===== config.mk =====
export PLATFORM = sky130hd
export DESIGN_NAME = sdec_top
export DESIGN_NICKNAME = d
export VERILOG_FILES = /design/src/sdec_pkg.sv /design/src/sdec_top.sv
export SDC_FILE = /design/constraint.sdc
export NUM_CORES = 1
export LEC_CHECK = 0
export ABC_AREA = 1
export BUFFER_PORTS_ARGS = -buffer_cell sky130_fd_sc_hd__clkbuf_2
export CORE_UTILIZATION = 51
export DETAILED_ROUTE_END_ITERATION = 8
export GPL_TIMING_DRIVEN = 0
export PLACE_DENSITY = 0.76
export SYNTH_ARGS = -nofsm -noshare
export SYNTH_HDL_FRONTEND = slang
export SYNTH_SLANG_ARGS = --single-unit

===== constraint.sdc =====
create_clock -name clk_i -period 2.7 [get_ports clk_i]
set_input_delay 0.54 -clock clk_i [delete_from_list [all_inputs] [get_ports clk_i]]
set_output_delay 0.54 -clock clk_i [all_outputs]
set_load 0.01 [all_outputs]

===== src/sdec_pkg.sv =====
// sdec_pkg: register map, field layout and reset values of the switch drop event capture block.
// assumes a 32-bit classic wishbone slave that uses word addresses (register numbers).
package sdec_pkg;

   // register numbers; the byte address is four times the number
   localparam logic [15:0] ADDR_P2_UNLEARNED = 16'h185a;
   localparam logic [15:0] ADDR_IRQ_MASK     = 16'h1880;
   localparam logic [15:0] ADDR_DROP_PENDING = 16'h1881;
   localparam logic [15:0] ADDR_IRQ_STATUS   = 16'h1890;
   localparam logic [15:0] ADDR_IRQ_ENABLE   = 16'h1891;

   // pending register layout
   localparam int PEND_BIT    = 0;
   localparam int A_VALID_BIT = 1;
   localparam int A_PORT_LSB  = 2;
   localparam int A_RSN_LSB   = 4;
   localparam int B_VALID_BIT = 8;
   localparam int B_PORT_LSB  = 9;
   localparam int B_RSN_LSB   = 11;

   // reset values, count limit and unmapped read value
   localparam logic [31:0] RST_COUNT   = 32'h0000_0000;
   localparam logic [31:0] COUNT_MAX   = 32'hffff_ffff;
   localparam logic        RST_MASK    = 1'b1;
   localparam logic [31:0] RST_PENDING = 32'h0000_0000;
   localparam logic [31:0] UNMAPPED_RD = 32'h0000_0000;

   // source-port codes
   localparam logic [1:0] PORT_0   = 2'h0;
   localparam logic [1:0] PORT_1   = 2'h1;
   localparam logic [1:0] PORT_2   = 2'h2;
   localparam logic [1:0] PORT_RSV = 2'h3;

   // drop reason codes
   typedef enum logic [3:0] {
      SDEC_RSN_TAGGED_ONLY    = 4'h0,
      SDEC_RSN_UNK_NONMEMBER  = 4'h1,
      SDEC_RSN_KNOWN_SRC_FWD  = 4'h2,
      SDEC_RSN_DST_NOT_FWD    = 4'h3,
      SDEC_RSN_DST_NONMEMBER  = 4'h4,
      SDEC_RSN_KNOWN_NONMEMB  = 4'h5,
      SDEC_RSN_UNK_UNICAST    = 4'h6,
      SDEC_RSN_UNK_MULTICAST  = 4'h7,
      SDEC_RSN_BCAST_THROTTLE = 4'h8,
      SDEC_RSN_UNK_SRC_FWD    = 4'h9,
      SDEC_RSN_SAME_PORT      = 4'ha,
      SDEC_RSN_FILTERED       = 4'hb,
      SDEC_RSN_VID_ALL_ONES   = 4'he
   } sdec_reason_e;

   // interrupt status / enable bits of the wrapper registers
   localparam int IRQ_DROP_BIT  = 0;
   localparam int IRQ_LEARN_BIT = 1;
   localparam int IRQ_SAT_BIT   = 2;
   localparam int IRQ_W         = 3;

endpackage


===== src/sdec_top.sv =====
// sdec_top: drop event capture, switch interrupt mask and port 2 unlearned count.
// assumes a classic wishbone master, event inputs synchronous to clk_i, one-cycle pulses.
//
// The implementer's own choice: register access over Wishbone.
`timescale 1ns/1ps

module sdec_top #(
   parameter int ADDR_W = 16
) (
   input  wire logic              clk_i,
   input  wire logic              rst_i,
   input  wire logic [ADDR_W-1:0] adr_i,
   input  wire logic [31:0]       dat_i,
   input  wire logic [3:0]        sel_i,
   input  wire logic              we_i,
   input  wire logic              cyc_i,
   input  wire logic              stb_i,
   output logic      [31:0]       dat_o,
   output logic                   ack_o,
   input  wire logic              drop_valid_i,
   input  wire logic [3:0]        drop_reason_i,
   input  wire logic [1:0]        drop_port_i,
   input  wire logic              p2_learn_fail_i,
   output logic                   switch_irq_o,
   output logic                   irq_o
);

   // refuse address widths that cannot reach the map
   if (ADDR_W < 13)
   begin : g_chk
      $error("sdec_top: ADDR_W must be at least 13");
   end

   // status width, declared ahead of the state struct that uses it
   localparam int IRQ_W_L = sdec_pkg::IRQ_W;

   typedef struct packed {
      logic [31:0]        count;
      logic               mask;
      logic               pend;
      logic               a_valid;
      logic [1:0]         a_port;
      logic [3:0]         a_rsn;
      logic               b_valid;
      logic [1:0]         b_port;
      logic [3:0]         b_rsn;
      logic [IRQ_W_L-1:0] irq_stat;
      logic [IRQ_W_L-1:0] irq_en;
      logic [31:0]        dat;
      logic               ack;
      logic               sw_irq;
      logic               irq;
   } sdec_state_s;

   sdec_state_s s_q;
   sdec_state_s s_d;

   // reserved reason codes are mapped to SDEC_RSN_VID_ALL_ONES so they are never reported
   function automatic logic [3:0] sdec_legal_reason(input logic [3:0] r);
      logic [3:0] v;
      v = r;
      if (r == 4'hc || r == 4'hd || r == 4'hf)
         v = sdec_pkg::SDEC_RSN_VID_ALL_ONES;
      return v;
   endfunction

   function automatic logic sdec_hit(input logic [ADDR_W-1:0] a, input logic [15:0] r);
      return a == ADDR_W'(r);
   endfunction

   logic [31:0] pend_word;
   logic        rd_stb;
   logic        wr_stb;
   logic        cnt_sat;

   // assembled pending word, reserved bits zero
   // slot A and slot B layout
   always_comb
   begin
      pend_word = sdec_pkg::RST_PENDING;
      pend_word[sdec_pkg::PEND_BIT] = s_q.pend;
      pend_word[sdec_pkg::A_VALID_BIT] = s_q.a_valid;
      pend_word[sdec_pkg::A_PORT_LSB +: 2] = s_q.a_port;
      pend_word[sdec_pkg::A_RSN_LSB +: 4] = s_q.a_rsn;
      pend_word[sdec_pkg::B_VALID_BIT] = s_q.b_valid;
      pend_word[sdec_pkg::B_PORT_LSB +: 2] = s_q.b_port;
      pend_word[sdec_pkg::B_RSN_LSB +: 4] = s_q.b_rsn;
   end

   // a request is served once: ack lasts one cycle, then drops
   assign rd_stb  = cyc_i && stb_i && !we_i && !s_q.ack;
   assign wr_stb  = cyc_i && stb_i && we_i && !s_q.ack;
   assign cnt_sat = s_q.count == sdec_pkg::COUNT_MAX;

   // next-state logic: bus, capture, counter, interrupts
   always_comb
   begin
      logic drop_ok;
      logic [IRQ_W_L-1:0] ev;
      drop_ok = drop_valid_i && (drop_port_i != sdec_pkg::PORT_RSV);
      ev = '0;
      s_d = s_q;
      s_d.ack = cyc_i && stb_i && !s_q.ack;
      s_d.dat = sdec_pkg::UNMAPPED_RD;

      // read path; clear-on-read effects come first so events override them
      if (rd_stb)
      begin
         if (sdec_hit(adr_i, sdec_pkg::ADDR_P2_UNLEARNED))
         begin
            s_d.dat = s_q.count;
            s_d.count = sdec_pkg::RST_COUNT;
         end
         else if (sdec_hit(adr_i, sdec_pkg::ADDR_IRQ_MASK))
         begin
            s_d.dat = {31'h0000_0000, s_q.mask};
         end
         else if (sdec_hit(adr_i, sdec_pkg::ADDR_DROP_PENDING))
         begin
            s_d.dat = pend_word;
            s_d.pend = 1'b0;
            s_d.a_valid = 1'b0;
            s_d.a_port = sdec_pkg::PORT_0;
            s_d.a_rsn = 4'h0;
            s_d.b_valid = 1'b0;
            s_d.b_port = sdec_pkg::PORT_0;
            s_d.b_rsn = 4'h0;
         end
         else if (sdec_hit(adr_i, sdec_pkg::ADDR_IRQ_STATUS))
         begin
            s_d.dat = {29'h0000_0000, s_q.irq_stat};
            s_d.irq_stat = '0;
         end
         else if (sdec_hit(adr_i, sdec_pkg::ADDR_IRQ_ENABLE))
         begin
            s_d.dat = {29'h0000_0000, s_q.irq_en};
         end
      end

      // write path: only low byte lane carries the writable bits
      if (wr_stb && sel_i[0])
      begin
         if (sdec_hit(adr_i, sdec_pkg::ADDR_IRQ_MASK))
         begin
            s_d.mask = dat_i[0];
         end
         else if (sdec_hit(adr_i, sdec_pkg::ADDR_IRQ_ENABLE))
         begin
            s_d.irq_en = dat_i[IRQ_W_L-1:0];
         end
      end

      if (p2_learn_fail_i)
      begin
         ev[sdec_pkg::IRQ_LEARN_BIT] = 1'b1;
         if (!cnt_sat || s_d.count != s_q.count)
            s_d.count = s_d.count + 32'h0000_0001;
         if (s_d.count == sdec_pkg::COUNT_MAX)
            ev[sdec_pkg::IRQ_SAT_BIT] = 1'b1;
      end

      // capture beats a same-cycle read clear, so no event is lost
      // two slots
      if (drop_ok)
      begin
         s_d.pend = 1'b1;
         ev[sdec_pkg::IRQ_DROP_BIT] = 1'b1;
         if (!s_d.a_valid)
         begin
            s_d.a_valid = 1'b1;
            s_d.a_port = drop_port_i;
            s_d.a_rsn = sdec_legal_reason(drop_reason_i);
         end
         else if (!s_d.b_valid)
         begin
            s_d.b_valid = 1'b1;
            s_d.b_port = drop_port_i;
            s_d.b_rsn = sdec_legal_reason(drop_reason_i);
         end
      end

      // sticky status, set wins over read clear
      s_d.irq_stat = s_d.irq_stat | ev;

      // switch irq equals pending and not mask, irq is any enabled status bit
      s_d.sw_irq = s_d.pend && !s_d.mask;
      s_d.irq = |(s_d.irq_stat & s_d.irq_en);
   end

   // single state register
   always_ff @(posedge clk_i)
   begin
      if (rst_i)
      begin
         s_q <= '0;
         s_q.count <= sdec_pkg::RST_COUNT;
         s_q.mask <= sdec_pkg::RST_MASK;
      end
      else
      begin
         s_q <= s_d;
      end
   end

   assign dat_o = s_q.dat;
   assign ack_o = s_q.ack;
   assign switch_irq_o = s_q.sw_irq;
   assign irq_o = s_q.irq;
endmodule


=== Word level (Yosys, flattened, before mapping) ===
Cells that the tools add are included.

* Bits in registers: 89
* Bits of input ports: 65
* Output and inout bits: 35
* Logic and storage cells: 78

* Add/sub/neg operators: 1
* Equal/unequal tests: 12
* Mux-type cells: 29
* Bitwise logic cells: 3
* Reductions and logical operators: 18

{| class="wikitable"
|+ Operator list
! cell !! count
|-
| 2-to-1 mux 32 bit || 6
|-
| == test 16 x 13 -> 1 bit (second input constant) || 5
|-
| == test 32 bit (second input constant) || 2
|-
| 2-to-1 mux 15 bit || 4
|-
| 2-to-1 mux 18 bit || 3
|-
| adder 32 x 1 -> 32 bit (second input constant) || 1
|-
| != test 32 bit || 1
|-
| 2-to-1 mux 3 bit || 7
|-
| == test 4 bit (second input constant) || 3
|-
| 2-to-1 mux 6 bit || 2
|-
| logical AND 1 bit || 9
|-
| 2-to-1 mux 7 bit || 1
|-
| zero test 1 bit || 4
|-
| 2-to-1 mux 1 bit || 4
|-
| 2-to-1 mux 4 bit || 1
|-
| bitwise AND 3 bit || 1
|-
| logical OR 1 bit || 3
|-
| bitwise OR 3 bit || 1
|-
| OR reduction 3 bit || 1
|-
| 2-to-1 mux 2 bit || 1
|-
| != test 2 bit (second input constant) || 1
|-
| OR reduction 2 bit || 1
|-
| NOT 1 bit || 1
|}

=== Longest topological paths before layout ===
Gate-level depths: netlist of run 1.

* Depth in word-level cells: 14
* Depth in mapped cells: 25
* Mapped depth without buffers: 25

=== Least setup slack after synthesis of run 1 ===
No wires, ideal clock.

* Path type: input to register
* Start: input port adr_i[12]
* End: register s_q, in the netlist irq_o
* Library setup time: 58 ps
* Arrival: 2557 ps
* Required time: 2642 ps
* Slack: 84 ps
* Stages: 24
* Path buffers: 0
* Cells stage by stage: nand2_1 inv_1 nand2_1 nor2_4 nand3_4 nand2_1 inv_1 ha_1 nand2_1 inv_1 nand3_1 nor2_2 nand2_2 nor2_1 nand3_1 nand2_1 nand2_1 nor2_1 nand3_1 nor2_1 nand2_1 nand2_1 nand2_1 nand2_1

* Cells in the longest elaborated chain, start to end: 13
* Elaborated cells between the ends (all ways): 26
* Those cells by class: 1 x add/sub; 7 x eq/ne; 14 x mux; 2 x bitwise; 2 x reduce/logical

{| class="wikitable"
|+ Ends and longest elaborated chain
! what !! line !! RTL
|-
| from (decl) || sdec_top.sv:12 || <nowiki>input wire logic [ADDR_W-1:0] adr_i,</nowiki>
|-
| branches (longest 11 deep; another with adder 32 x 1 -> 32 bit) || - ||
|-
| bitwise AND 3 bit (*) || sdec_top.sv:187 || <nowiki>s_d.irq = |(s_d.irq_stat & s_d.irq_en);</nowiki>
|-
| OR reduction 3 bit (*) || sdec_top.sv:187 ||
|-
| to (decl) || sdec_top.sv:55 || <nowiki>sdec_state_s s_q;</nowiki>
|}

Every way passes the cells marked *. The select of a mux whose other input is x is not followed.
A chain may end at the register's enable or synchronous reset.

=== Worst setup path after layout of run 1 ===
* Start: register s_q[67] in the netlist's numbering
* End: register s_q, in the netlist irq_o

* Cells in the longest elaborated chain, start to end: 12
* Elaborated cells between the ends (all ways): 15
* Those cells by class: 1 x add/sub; 3 x eq/ne; 6 x mux; 2 x bitwise; 3 x reduce/logical

{| class="wikitable"
|+ Ends and longest elaborated chain
! what !! line !! RTL
|-
| branches (longest 4 deep; another with adder 32 x 1 -> 32 bit) || - ||
|-
| 2-to-1 mux 32 bit (*) || sdec_top.sv:156 || <nowiki>if (!cnt_sat || s_d.count != s_q.count)</nowiki>
|-
| 2-to-1 mux 32 bit (*) || sdec_top.sv:153 || <nowiki>if (p2_learn_fail_i)</nowiki>
|-
| == test 32 bit (*) || sdec_top.sv:158 || <nowiki>if (s_d.count == sdec_pkg::COUNT_MAX)</nowiki>
|-
| 2-to-1 mux 1 bit (*) || sdec_top.sv:158 ||
|-
| 2-to-1 mux 2 bit (*) || sdec_top.sv:153 ||
|-
| bitwise OR 3 bit (*) || sdec_top.sv:183 || <nowiki>s_d.irq_stat = s_d.irq_stat | ev;</nowiki>
|-
| bitwise AND 3 bit (*) || sdec_top.sv:187 ||
|-
| OR reduction 3 bit (*) || sdec_top.sv:187 ||
|}

Marked as above.

==> run_results.csv, run 1 <==
group,metric,value,unit
run_status,status,"finished clean",
worst_setup_path,cp-end-kind,"register",
synth,synth_cell_types,38,
floorplan,die_y,103,um
place,gp_congestion,0.976,
hold_path,hold_depth,3,
layout,final_core_util,62.6,%
floorplan,io_pins,100,
sta,setup_viol,0,
routing,drt-total-wl,14800,um
power_and_ir_drop,comb_power_share,10.8,%
clock_tree,cts_hold_buf,0,
global_routing,grt_antenna_before_repair,0,
place,pre_cts_ws,-0.571,ns
worst_setup_path,cp_num_cells,18,
synth,yosysMostFrequentCell,"nand2_1",
clock_tree,clkTransAtPathRegs,0.09,ns
worst_setup_path,cpPeakStageDelay,0.52,ns
synth,synthFlopType,"dfxtp_1",
sta,finalHoldViolations,0,
routing,via_per_inst,5.34,
floorplan,floorplan.die_area,10500,um^2
clock_tree,clockBufferDepth,2,
hold_path,hp-start,"dat_i[1]",
layout,diodes,0,
hold_path,holdPathEnd,"s_q[36]",
floorplan,core-area,9820,um^2
synth,synth_edf_count,0,
worst_setup_path,r2r_slack,0.09,ns
worst_setup_path,regToRegStartpoint,"s_q[67]",
routing,vias,5578,
routing,routedWlPerCell,14.2,um
synth,avgSynthCellArea,6.37,um^2
sta,finClkSkew,0.0122,ns
synth,ys_ff_latch,89,
synth,synth_top_area_cell,"dfxtp_1",
sta,period_needed,2.61,ns
worst_setup_path,cp_max_fo,7,
place,port_buffers,65,
worst_setup_path,reg2regPathDepth,18,
worst_setup_path,r2r-end,"irq_o",
sta,slew-limit-headroom,55.5,%
synth,synth_area_leaders,"dfxtp_1, nand2_1, inv_1",
sta,setup_tns,0,ns
worst_setup_path,slowest_stage,"dfxtp_1",
sta,min_period_over_period,96.5,%
worst_setup_path,startpoint_type,"register",
layout,nNetsFinal,972,
power_and_ir_drop,switching_share,26.9,%
synth,syn-num-nets,878,
worst_setup_path,crit_family,"simple AND/OR/NAND/NOR gates",
global_routing,grt_max_degree,15,
clock_tree,cts-root-buf,"clkbuf_8",
floorplan,initial_core_util,52.7,%
synth,synth_common_cells,"nand2_1, inv_1, nor2_1, dfxtp_1, nand3_1",
layout,layout-drive-gt1-share,19.9,%
sta,layout_setup_ws,0.0948,ns
clock_tree,cts_tree,"built",
global_routing,grt_pass1_vias,4832,
power_and_ir_drop,p_seq_share,52.0,%
global_routing,grt-ovfl-total,0,
clock_tree,cts_sinks,89,
global_routing,track_usage,29.1,%
synth,synth_top_area_share,34.4,%
synth,syn_inst,812,
clock_tree,clk_latency,0.37,ns
floorplan,die_x,103,um
worst_setup_path,crit_arrival,2.92,ns
synth,synth_warnings,0,
power_and_ir_drop,leakage,0.00296,uW
worst_setup_path,critPathKind,"reg -> reg",
power_and_ir_drop,p_per_area,448,nW/um^2
sta,rsz0062_at_grt,"true",
sta,fmax,384,MHz
synth,syn_area,5170,um^2
routing,antenna_left,0,
worst_setup_path,path_cells,"nand2_1 -> nor2_1 -> nand2_1 -> nor2_1 -> nand2_2 -> nor2_4 -> nor2_1 -> nor2_1 -> nand3_1 -> nor2_1 -> nand2_1 -> nor2_1 -> nand3_1 -> nor2_1 -> nand2_1 -> nand2_1 -> nand2_1 -> nand2_1",
routing,firstDrtPassIters,6,
power_and_ir_drop,switchingPower,741,uW
synth,synth_seq_area_share,34.4,%
sta,hold-worst-slack,0.436,ns
power_and_ir_drop,pwr-share-clk,37.2,%
worst_setup_path,crit_required,3.02,ns
sta,worstMarginPinSlew,0.668,ns
clock_tree,cts_buffers,9,
layout,fin_cells,1044,
place,dp.cells,1010,
clock_tree,htreeDepth,3,
place,dpl.hpwl,10900,um
floorplan,fp-row-count,36,
routing,drt-initial-drc-count,737,
synth,ys_async_sr_fraction,0,%
routing,drcViolationCount,0,
run,drv_cap,0,
global_routing,grt_pass1_wl,23300,um
power_and_ir_drop,peakVddDrop,0.000237,V
worst_setup_path,cp_num_buf_inv,0,
power_and_ir_drop,internal_power,2010,uW
hold_path,min_path_type,"in -> reg",
layout,synthToLayoutAreaGrowth,18.8,%
sta,drv_slew,0,
-- cells in the final DEF, fill, tap and decap left out, drive strengths merged, types with 3 or more instances in the layout --
cell type,count
a211oi,6
a21oi,43
a31oi,3
buf,56
clkbuf,97
clkinv,4
dfxtp,89
inv,130
mux2i,3
nand2,185
nand3,61
nand3b,3
nand4,23
nor2,119
nor3,10
o211ai,3
o21ai,50
o22ai,3
o41ai,8
xor2,3
-- layout make-up --
class	instances	area [um^2]
fill	956	3670
inverter	131	497
multi-input combinational	533	2620
buffer	58	373
timing repair buffer	84	475
sequential	89	1790
clock buffer	11	141
clock inverter	5	78.8
tap	133	166
-- worst max-delay path by stage --
stage	start	to	slack [ns]
floorplan	adr_i[12]	irq_o	0.08
global placement	adr_i[12]	irq_o	-0.55
detailed placement	adr_i[1]	irq_o	-0.57
CTS	ack_o	irq_o	0.01
global route	s_q[60]	irq_o	-0.09
finish	s_q[67]	irq_o	0.09
-- power groups by stage --
stage | clock [uW] | combinational, uW | sequential [uW]
floorplan | 0 | 187 | 1430
global placement | 0 | 261 | 1450
detailed placement | 0 | 264 | 1450
CTS | 1030 | 270 | 1420
global route | 1090 | 337 | 1440
finish | 1020 | 298 | 1430
-- state kept, by name (all words and copies together) (netlist names) --
register	flops
s_q	39
ack_o	1
switch_irq_o	1
dat_o	32
irq_o	1
pend_word	15
-- what timing repair did --
item                       CTS  global route
setup buffers                8            11
pin swaps                    3            14
setup endpoints to repair    2             2
resized for setup            4            35
-- worst register-to-register path, cell delays in order (launching register included) --
cell and delay, ns:
dfxtp_1 0.52, nand2_1 0.18, nor2_1 0.13, nand2_1 0.06
nor2_1 0.11, nand2_2 0.18, nor2_4 0.21, nor2_1 0.07
nor2_1 0.16, nand3_1 0.10, nor2_1 0.09, nand2_1 0.09
nor2_1 0.11, nand3_1 0.09, nor2_1 0.12, nand2_1 0.13
nand2_1 0.09, nand2_1 0.05, nand2_1 0.05
-- routing by layer --
| metal | vias to the layer above | global-route usage, % | share of wire, % |
|---|---|---|---|
| met3 | 41 | 3.59 | 11 |
| met4 | 0 | 12.9 | 2.8 |
| li1 | 2754 | - | - |
| met1 | 2485 | 40.5 | 42 |
| met5 | - | 0 | 0 |
| met2 | 298 | 45.3 | 44 |
-- per-stage QoR --
step           total power [uW]  instance area [um^2]
5_1_grt                    2860                  6140
3_3_place_gp               1720                  5660
6_report                   2750                  6140
3_5_place_dp               1720                  5660
4_1_cts                    2720                  5960
2_1_floorplan              1620                  5170
-- kinds of logic after synthesis --
| kind of cell | Yosys count | share of synthesized area, % |
|---|---|---|
| simple gates | 404 | 34.1 |
| buf+inv | 190 | 16.7 |
| compound gates | 121 | 13.2 |
| flops | 89 | 34.4 |
| xor+xnor | 4 | 0.677 |
| mux | 3 | 0.581 |
| fa+ha+maj | 1 | 0.242 |
No activity file was read; power rests on OpenSTA's default activity.
==> inputs of run 2 (changes only) <==
Settings changed: ABC_AREA 1 to not set, CORE_ASPECT_RATIO set to 0.5, CORE_UTILIZATION 51 to 49, PLACE_DENSITY 0.76 to 0.75.
==> run 2 against run 1 <==
Effect of this change: the run now ends with setup timing left; highest routed layer unchanged; critical path depth down 5; combinational power is 52% lower; cell count down 29%; critical path type unchanged; critical endpoint unchanged; synthesized area is 13% lower; register-to-register slack worse by 0.57 ns.
==> run_results.csv, run 2 <==
group,metric,value,unit
run_status,status,"complete, but fails checks",
run_status,violations,"setup timing",
synth,synth_area_leaders,"dfxtp_1, buf_4, nor2_1",
clock_tree,htreeDepth,3,
synth,synth_common_cells,"dfxtp_1, nor2_1, nand2_1, buf_4, xnor2_1",
place,dpl.hpwl,8430,um
worst_setup_path,critPathKind,"reg -> reg",
routing,vias,4131,
power_and_ir_drop,switchingPower,625,uW
synth,synth_top_area_cell,"dfxtp_1",
worst_setup_path,startpoint_type,"register",
power_and_ir_drop,peakVddDrop,0.000317,V
global_routing,grt_antenna_before_repair,0,
synth,ys_async_sr_fraction,0,%
synth,syn_inst,528,
synth,synth_cell_types,61,
routing,routedWlPerCell,16.1,um
synth,synth_seq_area_share,39.5,%
synth,syn-num-nets,594,
synth,synthFlopType,"dfxtp_1",
routing,firstDrtPassIters,6,
power_and_ir_drop,p_seq_share,50.5,%
power_and_ir_drop,pwr-share-clk,44.2,%
clock_tree,cts-root-buf,"clkbuf_16",
layout,synthToLayoutAreaGrowth,23.3,%
synth,synth_warnings,0,
floorplan,initial_core_util,51.1,%
layout,largest_reg_flops,39,
clock_tree,cts_buffers,9,
clock_tree,clockBufferDepth,2,
global_routing,track_usage,26.7,%
worst_setup_path,cp_max_fo,4,
layout,fin_cells,741,
floorplan,floorplan.die_area,9620,um^2
run,drv_cap,0,
clock_tree,cts_tree,"built",
sta,rsz0062_at_grt,"true",
floorplan,io_pins,100,
routing,via_per_inst,5.57,
routing,antenna_left,0,
floorplan,core-area,8830,um^2
clock_tree,cts_sinks,89,
synth,avgSynthCellArea,8.55,um^2
worst_setup_path,crit_required,2.96,ns
sta,period_needed,3.18,ns
place,dp.cells,712,
global_routing,grt_pass1_vias,3799,
global_routing,grt_pass1_wl,19500,um
global_routing,grt_max_degree,16,
floorplan,die_x,138,um
power_and_ir_drop,power,2670,uW
layout,final_common_cell,"dfxtp_1",
synth,synthAdderAreaFrac,0.277,%
sta,layout_setup_ws,-0.478,ns
place,port_buffers,67,
synth,synth_xor_area_share,6.60,%
worst_setup_path,cp-end-kind,"register",
synth,synth-simple-area-share,30.8,%
power_and_ir_drop,p_per_area,479,nW/um^2
layout,top_register,"s_q",
worst_setup_path,crit_arrival,3.44,ns
synth,ys_ff_latch,89,
floorplan,die_y,69.9,um
layout,diodes,0,
clock_tree,cts_hold_buf,0,
power_and_ir_drop,leakage,0.00225,uW
power_and_ir_drop,comb_power_share,5.3,%
sta,drv_slew,0,
clock_tree,clkTransAtPathRegs,0.06,ns
power_and_ir_drop,internal_power,2040,uW
routing,drt-initial-drc-count,296,
global_routing,grt-ovfl-total,0,
sta,worstMarginPinSlew,0.635,ns
sta,slew-limit-headroom,57.5,%
layout,layout-drive-gt1-share,30.9,%
sta,finalHoldViolations,0,
synth,synth_compound_area_share,11.1,%
layout,final_cell_mix,"dfxtp_1, clkbuf_2, nor2_1",
sta,fmax,315,MHz
clock_tree,clk_latency,0.35,ns
sta,setup_viol,9,
sta,finClkSkew,0.00769,ns
synth,yosys-mux-area-fraction,2.25,%
floorplan,fp-row-count,24,
place,gp_congestion,0.903,
routing,drcViolationCount,0,
synth,synth_edf_count,0,
hold_path,min_path_type,"in -> reg",
routing,drt-total-wl,11900,um
synth,synth_top_family_by_area,"simple AND/OR/NAND/NOR gates",
synth,syn_area,4510,um^2
power_and_ir_drop,switching_share,23.5,%
sta,min_period_over_period,118,%
layout,nNetsFinal,686,
synth,yosysMostFrequentCell,"dfxtp_1",
synth,synth_top_area_share,39.5,%
[run 2: changes by cell type after synthesis, sizes merged, moves of 15 or more]
cell	before	now
nand2	185	44
inv	130	6
nor2	119	66
nand3	61	17
o21ai	50	10
a21oi	43	21
xnor2	1	23
and2	0	18
buf	38	54
nor4	2	18
a22o	0	15
[run 2: final timing paths]
path | startpoint | endpoint | slack, ns | cells after the start
worst min-delay path | stb_i | ack_o | 0.46 | 3
worst max-delay path | ack_o | irq_o | -0.48 | 13
worst min register to register | pend_word[13] | dat_o[13] | 0.47 | 1
worst max register to register | ack_o | irq_o | -0.48 | 13
[run 2: cell type report]
type / instances / area (um^2)
multi-input combinational: 366 / 2470
fill: 775 / 3260
clock inverter: 5 / 40.0
buffer: 66 / 405
sequential: 89 / 1780
timing repair buffer: 82 / 460
clock buffer: 10 / 239
tap: 117 / 146
inverter: 6 / 22.5
[run 2: cells by family (layout without fill, tap and decap cells)]
group | Yosys count | after routing
buf+inv | 73 | 169
simple gates | 252 | 252
xor+xnor | 34 | 34
compound gates | 69 | 69
fa+ha+maj | 1 | 1
flops | 89 | 89
mux | 10 | 10
[run 2: critical path, stage by stage, from the launching register on]
cell and delay [ns]:
dfxtp_2 0.32, nand4bb_4 0.19, or3_4 0.39, or2_4 0.26, and2_4 0.17, ha_4 0.18
nand2_2 0.07, a21o_1 0.11, a21oi_1 0.07, or4_4 0.50, a221oi_2 0.23, and4_4 0.27
nand4_4 0.13, o31ai_2 0.21
[run 2: power groups by stage]
stage	clock (uW)	sequential, uW	combinational (uW)
floorplan	0	1370	76.3
global placement	0	1370	127
detailed placement	0	1370	130
CTS	1190	1340	138
global route	1270	1350	156
finish	1180	1340	142
[run 2: repair_timing]
action,4_1_cts,5_1_grt
resized for setup,18,7
pin swaps,15,3
buffers inserted,10,4
setup endpoints to repair,15,10
gates cloned,1,0
[run 2: per-layer routing]
metal | part of all wire, % | wire length, um | global-route usage [%]
met1 | 47 | 5560 | 37.4
met2 | 45 | 5340 | 40.6
met3 | 7.3 | 877 | 6.83
met4 | 1.4 | 172 | 6.76
met5 | 0 | 0 | 0
[run 2: per-stage QoR]
step / hold slack, ns / instance area, um^2 / utilization (%) / setup WS [ns] / TNS (ns)
after floorplan: 0.442 / 4580 / - / -0.628 / -1.32
after global placement: 0.451 / 5060 / 57.4 / -1.10 / -6.14
after detailed placement: 0.458 / 5060 / 57.4 / -1.10 / -7.30
after CTS: 0.453 / 5510 / 62.4 / -0.554 / -1.57
after global routing: 0.480 / 5570 / 63.0 / -0.571 / -2.36
final: 0.458 / 5570 / 63.0 / -0.478 / -1.15
